`config.mk`:
```
export PLATFORM = sky130hd
export DESIGN_NAME = lcc_config_parser
export DESIGN_NICKNAME = d
export VERILOG_FILES = /design/src/rtl/lcc_pkg.sv /design/src/rtl/lcc_cmd_if.sv /design/src/rtl/lcc_collector.sv /design/src/rtl/lcc_sender.sv /design/src/rtl/lcc_config_parser.sv
export SDC_FILE = /design/constraint.sdc
export NUM_CORES = 1
export LEC_CHECK = 0
export BUFFER_PORTS_ARGS = -buffer_cell sky130_fd_sc_hd__buf_2
export CORE_AREA = 4 4 121 112
export DETAILED_ROUTE_END_ITERATION = 8
export DIE_AREA = 0 0 125 116
export PLACE_DENSITY_LB_ADDON = 0.05
export SLEW_MARGIN = 15
export SYNTH_ARGS = -nofsm -noshare
export SYNTH_HDL_FRONTEND = slang
export SYNTH_SLANG_ARGS = --single-unit
```
`constraint.sdc`:
```
create_clock -name sys_clk -period 8.7 [get_ports sys_clk]
set_clock_uncertainty 0.2 [all_clocks]
set_input_delay 1.74 -clock sys_clk [delete_from_list [all_inputs] [get_ports sys_clk]]
set_output_delay 1.74 -clock sys_clk [all_outputs]
set_load 0.01 [all_outputs]
```
`src/rtl/lcc_pkg.sv`:
```
package lcc_pkg;

    // ----------------------------------------
    // opcodes
    // ----------------------------------------
    localparam logic [7:0] OP_INTEG = 8'hC1;
    localparam logic [7:0] OP_FRAMES = 8'hC2;
    localparam logic [7:0] OP_MODE = 8'hC3;
    localparam logic [7:0] OP_ADVANCE = 8'hC4;
    localparam logic [7:0] OP_TRIG_EN = 8'hE1;
    localparam logic [7:0] OP_DARK = 8'hC5;
    localparam logic [7:0] OP_DUMMY = 8'hC9;

    // ----------------------------------------
    // replies
    // ----------------------------------------
    localparam logic [7:0] REPLY_ACK = 8'h06;
    localparam logic [7:0] REPLY_NACK = 8'h15;

    // ----------------------------------------
    // ranges and reset values
    // ----------------------------------------
    localparam logic [31:0] INTEG_MIN = 32'h0000000A;
    localparam logic [31:0] INTEG_MAX = 32'h03938700;
    localparam logic [31:0] INTEG_RST = 32'h00001388;
    localparam logic [31:0] SHUTTER_MAX = 32'h00000E7D;
    localparam logic [31:0] FRAMES_MIN = 32'h00000001;
    localparam logic [31:0] FRAMES_MAX = 32'h000011F7;
    localparam logic [31:0] FRAMES_MAX_DUMMY = 32'h000011BD;
    localparam logic [31:0] FRAMES_RST = 32'h00000001;
    localparam logic [31:0] ADVANCE_MAX = 32'h00000739;
    localparam logic [31:0] ADVANCE_RST = 32'h00000000;
    localparam logic [2:0] MODE_RST = 3'h0;
    localparam logic [2:0] MODE_MAX = 3'h4;
    localparam logic [2:0] MODE_EXT_SYNC = 3'h4;

    typedef enum logic [2:0]
    {
        LCC_MODE_INT_SW = 3'h0,
        LCC_MODE_INT_HW_START = 3'h1,
        LCC_MODE_INT_HW_ENABLE = 3'h2,
        LCC_MODE_SINGLE_SHOT = 3'h3,
        LCC_MODE_EXT_SYNC = 3'h4
    } lcc_mode_t;

    function automatic logic [2:0] lcc_data_len(input logic [7:0] op);
        case (op)
            OP_INTEG, OP_FRAMES, OP_ADVANCE: lcc_data_len = 3'h4;
            OP_MODE, OP_TRIG_EN, OP_DARK, OP_DUMMY: lcc_data_len = 3'h1;
            default: lcc_data_len = 3'h0;
        endcase
    endfunction

    function automatic logic lcc_in_range(input logic [31:0] v, input logic [31:0] lo,
        input logic [31:0] hi);
        lcc_in_range = (v >= lo) && (v <= hi);
    endfunction

endpackage

```
`src/rtl/lcc_cmd_if.sv`:
```
`timescale 1ns/1ps
// carries one assembled command from the byte collector to the decoder
interface lcc_cmd_if;
    logic valid;
    logic [7:0] opcode;
    logic [31:0] data;
    logic known;
    logic [7:0] reply;
    logic reply_valid;

    modport collector
    (
        output valid,
        output opcode,
        output data,
        output known
    );
    modport decoder
    (
        input valid,
        input opcode,
        input data,
        input known,
        output reply,
        output reply_valid
    );
    modport sender
    (
        input reply,
        input reply_valid
    );
endinterface

```
`src/rtl/lcc_collector.sv`:
```
`timescale 1ns/1ps
module lcc_collector
    import lcc_pkg::*;
(
    input wire logic sys_clk,
    input wire logic reset,
    input wire logic rx_valid,
    input wire logic [7:0] rx_data,
    input wire logic busy,
    output logic rx_ready,
    lcc_cmd_if.collector cmd
);
    typedef enum logic [1:0] {LCC_C_OP, LCC_C_DATA, LCC_C_DONE} lcc_cstate_t;

    lcc_cstate_t state_ff;
    logic [7:0] opcode_ff;
    logic [31:0] data_ff;
    logic [2:0] left_ff;
    logic known_ff;
    logic [2:0] len;

    assign len = lcc_data_len(rx_data);
    // stalls the source while a reply is still outstanding
    assign rx_ready = (state_ff != LCC_C_DONE) && !busy;
    assign cmd.valid = (state_ff == LCC_C_DONE);
    assign cmd.opcode = opcode_ff;
    assign cmd.data = data_ff;
    assign cmd.known = known_ff;

    // ----------------------------------------
    // byte gathering
    // ----------------------------------------
    always_ff @(posedge sys_clk or posedge reset)
    begin
        if (reset)
        begin
            state_ff <= LCC_C_OP;
            opcode_ff <= 8'h00;
            data_ff <= 32'h00000000;
            left_ff <= 3'h0;
            known_ff <= 1'b0;
        end
        else
        begin
            case (state_ff)
                LCC_C_OP:
                begin
                    if (rx_valid && rx_ready)
                    begin
                        opcode_ff <= rx_data;
                        data_ff <= 32'h00000000;
                        left_ff <= len;
                        known_ff <= (len != 3'h0);
                        // unknown opcode carries no data, answered at once
                        state_ff <= (len == 3'h0) ? LCC_C_DONE : LCC_C_DATA;
                    end
                end
                LCC_C_DATA:
                begin
                    if (rx_valid && rx_ready)
                    begin
                        data_ff <= {data_ff[23:0], rx_data};
                        left_ff <= left_ff - 3'h1;
                        if (left_ff == 3'h1)
                        begin
                            state_ff <= LCC_C_DONE;
                        end
                    end
                end
                LCC_C_DONE:
                begin
                    state_ff <= LCC_C_OP;
                end
                default:
                begin
                    state_ff <= LCC_C_OP;
                end
            endcase
        end
    end
endmodule

```
`src/rtl/lcc_sender.sv`:
```
`timescale 1ns/1ps
module lcc_sender
    import lcc_pkg::*;
(
    input wire logic sys_clk,
    input wire logic reset,
    input wire logic tx_ready,
    output logic tx_valid,
    output logic [7:0] tx_data,
    output logic busy,
    lcc_cmd_if.sender rep
);
    logic pend_ff;
    logic [7:0] byte_ff;

    assign tx_valid = pend_ff;
    assign tx_data = byte_ff;
    // covers the cycle between decode and pending, so no byte slips in
    assign busy = pend_ff || rep.reply_valid;

    // ----------------------------------------
    // reply holding
    // ----------------------------------------
    always_ff @(posedge sys_clk or posedge reset)
    begin
        if (reset)
        begin
            pend_ff <= 1'b0;
            byte_ff <= 8'h00;
        end
        else if (rep.reply_valid)
        begin
            pend_ff <= 1'b1;
            byte_ff <= rep.reply;
        end
        else if (tx_ready)
        begin
            pend_ff <= 1'b0;
        end
    end
endmodule

```
`src/rtl/lcc_config_parser.sv`:
```
`timescale 1ns/1ps
// Function
// command is one opcode byte then its binary data bytes
// every received command gets exactly one reply byte
// reply 06h when valid, 15h for unknown opcode or bad data
// multi-byte values travel most significant byte first
// C1h sets integration time, 10 to 60000000 us, reset 5000
// shutter when integration time at most 3709, else non-shutter
// external sync mode ignores stored integration time
// host should use at most 500 us before single-shot mode
// C2h sets frames per acquisition, 1 to 4599, reset 1
// with dummy pixels included the frame limit is 4541
// frame count drives only onboard storage runs, not streaming
// C3h selects operating mode 0 to 4, reset 0
// C4h sets trigger advance 0 to 1849 us, reset 0
// advance only in shutter and modes 0 to 3, otherwise zero
// external sync ignores advance, trigger marks integration end
// E1h enables trigger output, disabled after reset
// host keeps trigger off while configuring
// C5h sets dark correction, 0 or 1, reset 0
// C9h selects dummy pixel output, 0 or 1, reset 0
// dummy pixels included forces dark correction off
// rejected command leaves the stored setting unchanged
// single-byte enables accept only 0 and 1
module lcc_config_parser
    import lcc_pkg::*;
(
    input wire logic sys_clk,
    input wire logic reset,
    input wire logic rx_valid,
    input wire logic [7:0] rx_data,
    output logic rx_ready,
    output logic tx_valid,
    output logic [7:0] tx_data,
    input wire logic tx_ready,
    input wire logic streaming,
    output logic [31:0] integ_time_us,
    output logic integ_time_used,
    output logic shutter_mode,
    output logic [2:0] op_mode,
    output logic ext_sync,
    output logic [31:0] frames_per_acq,
    output logic frame_limit_used,
    output logic [10:0] trig_advance_us,
    output logic trig_at_end,
    output logic trig_out_enable,
    output logic dark_corr_enable,
    output logic dummy_include
);
    lcc_cmd_if cmd_bus();

    logic busy;
    logic [31:0] integ_ff;
    logic [31:0] frames_ff;
    logic [2:0] mode_ff;
    logic [10:0] advance_ff;
    logic trig_en_ff;
    logic dark_ff;
    logic dummy_ff;
    logic ok;
    logic [31:0] frames_hi;
    logic is_ext;
    logic is_shutter;
    logic reply_valid_ff;
    logic [7:0] reply_ff;

    // ----------------------------------------
    // byte path
    // ----------------------------------------
    lcc_collector u_collector
    (
        .sys_clk(sys_clk),
        .reset(reset),
        .rx_valid(rx_valid),
        .rx_data(rx_data),
        .busy(busy),
        .rx_ready(rx_ready),
        .cmd(cmd_bus.collector)
    );

    lcc_sender u_sender
    (
        .sys_clk(sys_clk),
        .reset(reset),
        .tx_ready(tx_ready),
        .tx_valid(tx_valid),
        .tx_data(tx_data),
        .busy(busy),
        .rep(cmd_bus.sender)
    );

    // ----------------------------------------
    // validation
    // ----------------------------------------
    // limit follows the dummy setting in force when the command lands
    assign frames_hi = dummy_ff ? FRAMES_MAX_DUMMY : FRAMES_MAX;

    always_comb
    begin
        ok = 1'b0;
        if (cmd_bus.known)
        begin
            case (cmd_bus.opcode)
                OP_INTEG: ok = lcc_in_range(cmd_bus.data, INTEG_MIN, INTEG_MAX);
                OP_FRAMES: ok = lcc_in_range(cmd_bus.data, FRAMES_MIN, frames_hi);
                OP_MODE: ok = (cmd_bus.data[7:0] <= {5'h00, MODE_MAX});
                OP_ADVANCE: ok = (cmd_bus.data <= ADVANCE_MAX);
                OP_TRIG_EN, OP_DARK, OP_DUMMY: ok = (cmd_bus.data[7:1] == 7'h00);
                default: ok = 1'b0;
            endcase
        end
    end

    // ----------------------------------------
    // reply
    // ----------------------------------------
    always_ff @(posedge sys_clk or posedge reset)
    begin
        if (reset)
        begin
            reply_valid_ff <= 1'b0;
            reply_ff <= 8'h00;
        end
        else
        begin
            reply_valid_ff <= cmd_bus.valid;
            if (cmd_bus.valid)
            begin
                reply_ff <= ok ? REPLY_ACK : REPLY_NACK;
            end
        end
    end

    assign cmd_bus.reply_valid = reply_valid_ff;
    assign cmd_bus.reply = reply_ff;

    // ----------------------------------------
    // settings store
    // ----------------------------------------
    // a refused command never reaches these writes
    always_ff @(posedge sys_clk or posedge reset)
    begin
        if (reset)
        begin
            integ_ff <= INTEG_RST;
            frames_ff <= FRAMES_RST;
            mode_ff <= MODE_RST;
            advance_ff <= ADVANCE_RST[10:0];
            trig_en_ff <= 1'b0;
            dark_ff <= 1'b0;
            dummy_ff <= 1'b0;
        end
        else if (cmd_bus.valid && ok)
        begin
            case (cmd_bus.opcode)
                OP_INTEG: integ_ff <= cmd_bus.data;
                OP_FRAMES: frames_ff <= cmd_bus.data;
                OP_MODE: mode_ff <= cmd_bus.data[2:0];
                OP_ADVANCE: advance_ff <= cmd_bus.data[10:0];
                OP_TRIG_EN: trig_en_ff <= cmd_bus.data[0];
                OP_DARK: dark_ff <= cmd_bus.data[0];
                OP_DUMMY: dummy_ff <= cmd_bus.data[0];
                default: dummy_ff <= dummy_ff;
            endcase
        end
    end

    // ----------------------------------------
    // derived controls
    // ----------------------------------------
    assign is_ext = (mode_ff == MODE_EXT_SYNC);
    assign is_shutter = (integ_ff <= SHUTTER_MAX);

    assign integ_time_us = integ_ff;
    assign integ_time_used = !is_ext;
    assign shutter_mode = is_shutter;
    assign op_mode = mode_ff;
    assign ext_sync = is_ext;
    assign frames_per_acq = frames_ff;
    // streaming runs until stopped, so the count is not in force then
    assign frame_limit_used = !streaming;
    assign trig_advance_us = (is_shutter && !is_ext) ? advance_ff : 11'h000;
    assign trig_at_end = is_ext;
    assign trig_out_enable = trig_en_ff;
    assign dark_corr_enable = dark_ff && !dummy_ff;
    assign dummy_include = dummy_ff;
endmodule

```
Word-level counts from Yosys, hierarchy flattened

Cells that the tools add are included.

Bits in registers: 145
Bits of input ports: 13
Output and inout port bits: 96
Word-level logic and storage cells: 96

Add/subtract/negate cells: 1
$lt $le $gt $ge: 7
Equal/unequal tests: 22
Multiplexer cells: 19
Reduce and logical (&&, ||, !) cells: 31

Operators with widths:

| operator                                                                              | count |
|---|---|
| 8-bit equality test (second input constant)                                           | 14 |
| 32-bit 2-to-1 mux                                                                     | 2 |
| 32-bit one-hot mux with 2 select lines                                                | 1 |
| 32-bit by 1-bit greater-or-equal comparator with 1-bit output (second input constant) | 1 |
| 32-bit by 4-bit greater-or-equal comparator with 1-bit output (second input constant) | 1 |
| 32-bit by 11-bit <= comparator with 1-bit output (second input constant)              | 1 |
| 32-bit by 12-bit <= comparator with 1-bit output (second input constant)              | 1 |
| 32-bit by 13-bit <= comparator with 1-bit output                                      | 1 |
| 32-bit by 26-bit <= comparator with 1-bit output (second input constant)              | 1 |
| 2-bit AND reduction                                                                   | 8 |
| 3-bit one-hot mux with 2 select lines                                                 | 2 |
| 11-bit 2-to-1 mux                                                                     | 1 |
| 8-bit by 3-bit <= comparator with 1-bit output (second input constant)                | 1 |
| 2-bit 2-to-1 mux                                                                      | 4 |
| 1-bit logical AND                                                                     | 7 |
| 7-bit logical NOT                                                                     | 1 |
| 7-bit 2-to-1 mux                                                                      | 1 |
| 3-bit 2-to-1 mux                                                                      | 2 |
| 2-bit by 1-bit inequality test with 1-bit output (second input constant)              | 3 |
| 3-bit AND reduction                                                                   | 2 |
| 3-bit OR reduction                                                                    | 2 |
| 5-bit 2-to-1 mux                                                                      | 1 |
| 1-bit one-hot mux with 5 select lines                                                 | 1 |
| 1-bit logical NOT                                                                     | 4 |
| 14 further kinds                                                                      | 17 |

Logic depth before layout (Yosys ltp)

Depth in word-level cells: 7
Mapped depth: 9
Depth with buffers taken out: 8

Hierarchy

A second synthesis with hierarchy kept.

Cells, all modules: 518
Area total of the unflattened synthesis: 6,167.2 um2

Modules (own cells, without submodules):

| module            | times used | cells each | area each (um2) | seq. area each (um2) |
|---|---|---|---|---|
| lcc_config_parser | 1          | 293        | 3,826.2         | 2,134.5 |
| lcc_collector     | 1          | 203        | 1,961.9         | 1,151.1 |
| lcc_sender        | 1          | 22         | 379.1           | 225.2 |

Least setup slack after synthesis

No wires, ideal clock.

Path kind: input port to output port
Start point: input streaming
End point: output frame_limit_used
Data arrival time: 1,811 ps
Data required time: 6,760 ps
Setup slack: 4,949 ps
Stages on the path: 1
Path buffers: 0
Cell sequence: inv_1

Cells in the longest elaborated chain, start to end: 1

Ends and longest elaborated chain:

| item               | line                     | text |
|---|---|---|
| start: declaration | lcc_config_parser.sv:36  | `input wire logic streaming,` |
| 1-bit logical NOT  | lcc_config_parser.sv:181 | `assign frame_limit_used = !streaming;` |
| end: declaration   | lcc_config_parser.sv:43  | `output logic frame_limit_used,` |

No other way between the ends.

Worst setup path after layout

Start point: register integ_ff[22] (netlist: integ_time_us[22])
End point: output trig_advance_us[10]

Cells in the longest elaborated chain, start to end: 3

Ends and longest elaborated chain:

| item                                             | line                     | text |
|---|---|---|
| start: declaration                               | lcc_config_parser.sv:53  | `logic [31:0] integ_ff;` |
| start signal: assignment                         | lcc_config_parser.sv:156 | `OP_INTEG: integ_ff <= cmd_bus.data;` |
| 32-bit by 12-bit <= comparator with 1-bit output | lcc_config_parser.sv:172 | `assign is_shutter = (integ_ff <= SHUTTER_MAX);` |
| 1-bit logical AND                                | lcc_config_parser.sv:182 | `assign trig_advance_us = (is_shutter && !is_ext) ? advance_ff : 11'h000;` |
| 11-bit 2-to-1 mux                                | lcc_config_parser.sv:182 |  |
| end: declaration                                 | lcc_config_parser.sv:44  | `output logic [10:0] trig_advance_us,` |

No other way between the ends.

==> reports/qor.csv <==
metric;value;unit
antenna violations before repair;0;
Least-Margin Pin Slew;1.04;ns
vias per inst;5.39;
Synth cell types;60;
sequential area share after synthesis;56.0;%
initial core utilization;48.7;%
GR Layer Usage met1;26.4;%
hold_ws;0.264;ns
Logic pwr share;13.8;%
drt first pass iters;4;
die area;14500;um^2
routability cong.;0.801;
wire length per cell;17.1;um
sequential power share;44.5;%
maximum vdd drop;0.152;mV
# rows;39;
P_sw;0.455;mW
TritonCTS Sinks;135;
fin. max-slew vios;0;
met2 GRT Util;29.9;%
Routed Antenna Nets;0;
Post-synth EDFFs;0;
final net count;637;
Area Overhead vs Synth;19.3;%
gr busiest metal;met2;
Synth Warn #;0;
CP max FO;12;
placed cells;764;
Remaining Overflow, GRT;0;
PD cells;228;nW/um^2
Net Sw Frac;27.6;%
CTS Buf Count;17;
Place WS;4.62;ns
synthesized cell area;6040;um^2
DR vias;4291;
unrepaired setup endpoints after global routing;no;
n_diodes;0;
share of cells above drive strength 1;34.8;%
Max Root-Sink Buffers;2;
Hold Path Depth;1;
GR Layer Usage met3;5.58;%
CTS tree;yes;
area leader, netlist;dfrtp_1;
clock-pin slew on the worst setup and hold paths;0.06;ns
Initial DRC Count;234;
DR DRC count;0;
Final Power;1.65;mW
Fin. Hold Viols;0;
Ports;109;
clk_lat worst skew;0.41;ns
H-tree levels;4;
Finished Layout Cells;796;
post-CTS sizing;0;
I/O Buffers;104;
die span in x;125;um
fin crit share;51.3;%
worst path arrival time;2.52;ns
Hold-fix buffers, CTS;0;
top_reg_cell synth;dfrtp_1;
Worst Reg-to-Reg Cells;6;
Final min period;4.46;ns
Pleak;3.89;nW
post-CTS setup repair buffer count;0;
Req. time, crit path;6.76;ns
CTS Root Cell;clkbuf_16;
largest net degree at the start of global routing;84;
Final TNS setup;0;ns
Final WS setup;4.24;ns
final WL;13.6;mm
number of synthesized register bits;135;
core area;12400;um^2
status;finished clean;
Synth Instances;524;
f_max;0.224;GHz
top cells by area, synth;dfrtp_1 53%, mux2_2 8.6%, nand2_1 4.8%;
kind of critical path;reg2out;
Int Power;1.19;mW
Post-synth ARST share;100;%
first-pass GRT wire length;22.1;mm
vias in the first global route;4123;
max-cap violation count;0;
Mapped Avg Cell Area;11.5;um^2
clock power share;41.7;%
worst min path class;reg2reg;
Startpoint Class;flip-flop;
Die Y;116;um
Slew Limit Headroom;31.0;%
Detail Placement HPWL;9.21;mm
R2R Setup Slk;5.35;ns
number of fillers in the final layout;1096;
CP endpoint kind;output pin;
Global Route Usage Sum;19.2;%
Yosys top cell area share;53.4;%
Final Setup Violations;0;
[layout by cell type (no fill, tap or decap), types with 5 or more instances in the layout]
cell type and n:
dfstp_2 6, mux2_2 46, nor2_1 13, nor4_1 16
mux2_4 19, dfrtp_1 129, ha_1 5, clkbuf_1 5
buf_4 6, o21ai_0 11, clkbuf_16 17, inv_1 8
nand3_1 38, buf_2 104, a21oi_1 7, nor2b_1 23
and3_1 12, nand2_1 78, and2_1 8
[critical path: stages (launching register included)]
cell,delay [ns]
dfrtp_1,0.39
nor4_1,0.36
and3_1,0.24
nand3_1,0.08
a41oi_1,0.64
and3_1,0.26
buf_2,0.13
[metrics by stage]
stage                     util [%]  area [um^2]
after floorplan                  -         6050
after global placement        53.6         6640
after detailed placement      53.6         6640
after CTS                     58.2         7210
after global routing          58.2         7210
final                         58.2         7210
[cell usage after synthesis (all sizes together), types with 6 or more instances]
cell,count
dfrtp,129
nand2,78
mux2,67
nand3,38
nor2b,24
clkbuf,21
buf,16
nor4,16
nor2,13
and3,12
o21ai,11
inv,9
and2,8
a21oi,7
dfstp,6
[final cells by class]
class	count	area (um^2)	area share [%]
multi-input cells	346	2450	33.9
inverters	9	36.3	0.503
well taps	164	205	2.85
clock inverters	8	98.8	1.37
flip-flops and latches	135	3390	47.0
repair buffers	110	566	7.84
clock buffers	24	472	6.54
[per-layer routing]
| metal | wire length, um | vias to the layer above |
|---|---|---|
| met5 | 0 | - |
| met2 | 6500 | 102 |
| met1 | 6340 | 2152 |
| met4 | 83 | 0 |
| li1 | - | 2031 |
| met3 | 719 | 6 |
[cell families after synthesis]
logic type	synth area share, %
simple gates	18.4
flops	56.0
mux	13.7
compound gates	6.67
buf+inv	3.79
fa+ha+maj	1.04
xor+xnor	0.290
other cells	0.0621
[power groups by stage]
stage          clock network, mW  logic [mW]  registers, mW
2_1_floorplan                  0       0.201          0.707
3_3_place_gp                   0       0.218          0.741
3_5_place_dp                   0       0.227          0.743
4_1_cts                    0.703       0.228          0.733
5_1_grt                    0.731       0.252          0.743
6_report                   0.687       0.227          0.733
[final timing paths]
path                                           start                   to
setup / recovery                   integ_time_us[22]  trig_advance_us[10]
hold / removal                      cmd_bus.reply[2]     cmd_bus.reply[2]
setup reg to reg           u_collector.cmd.opcode[3]    frames_per_acq[2]
hold reg to reg                     cmd_bus.reply[2]     cmd_bus.reply[2]
max in group asynchronous                      reset        advance_ff[9]
min in group asynchronous                      reset   frames_per_acq[14]
[state kept, by name, summed over array words and instances (netlist names), 2 cells and up]
register,cells
advance_ff,11
cmd_bus.reply,3
frames_per_acq,32
integ_time_us,32
op_mode,3
u_collector.cmd.data,32
u_collector.cmd.opcode,8
u_collector.left_ff,3
u_collector.state_ff,2
u_sender.tx_data,3
(Power assumes the default switching activity.)
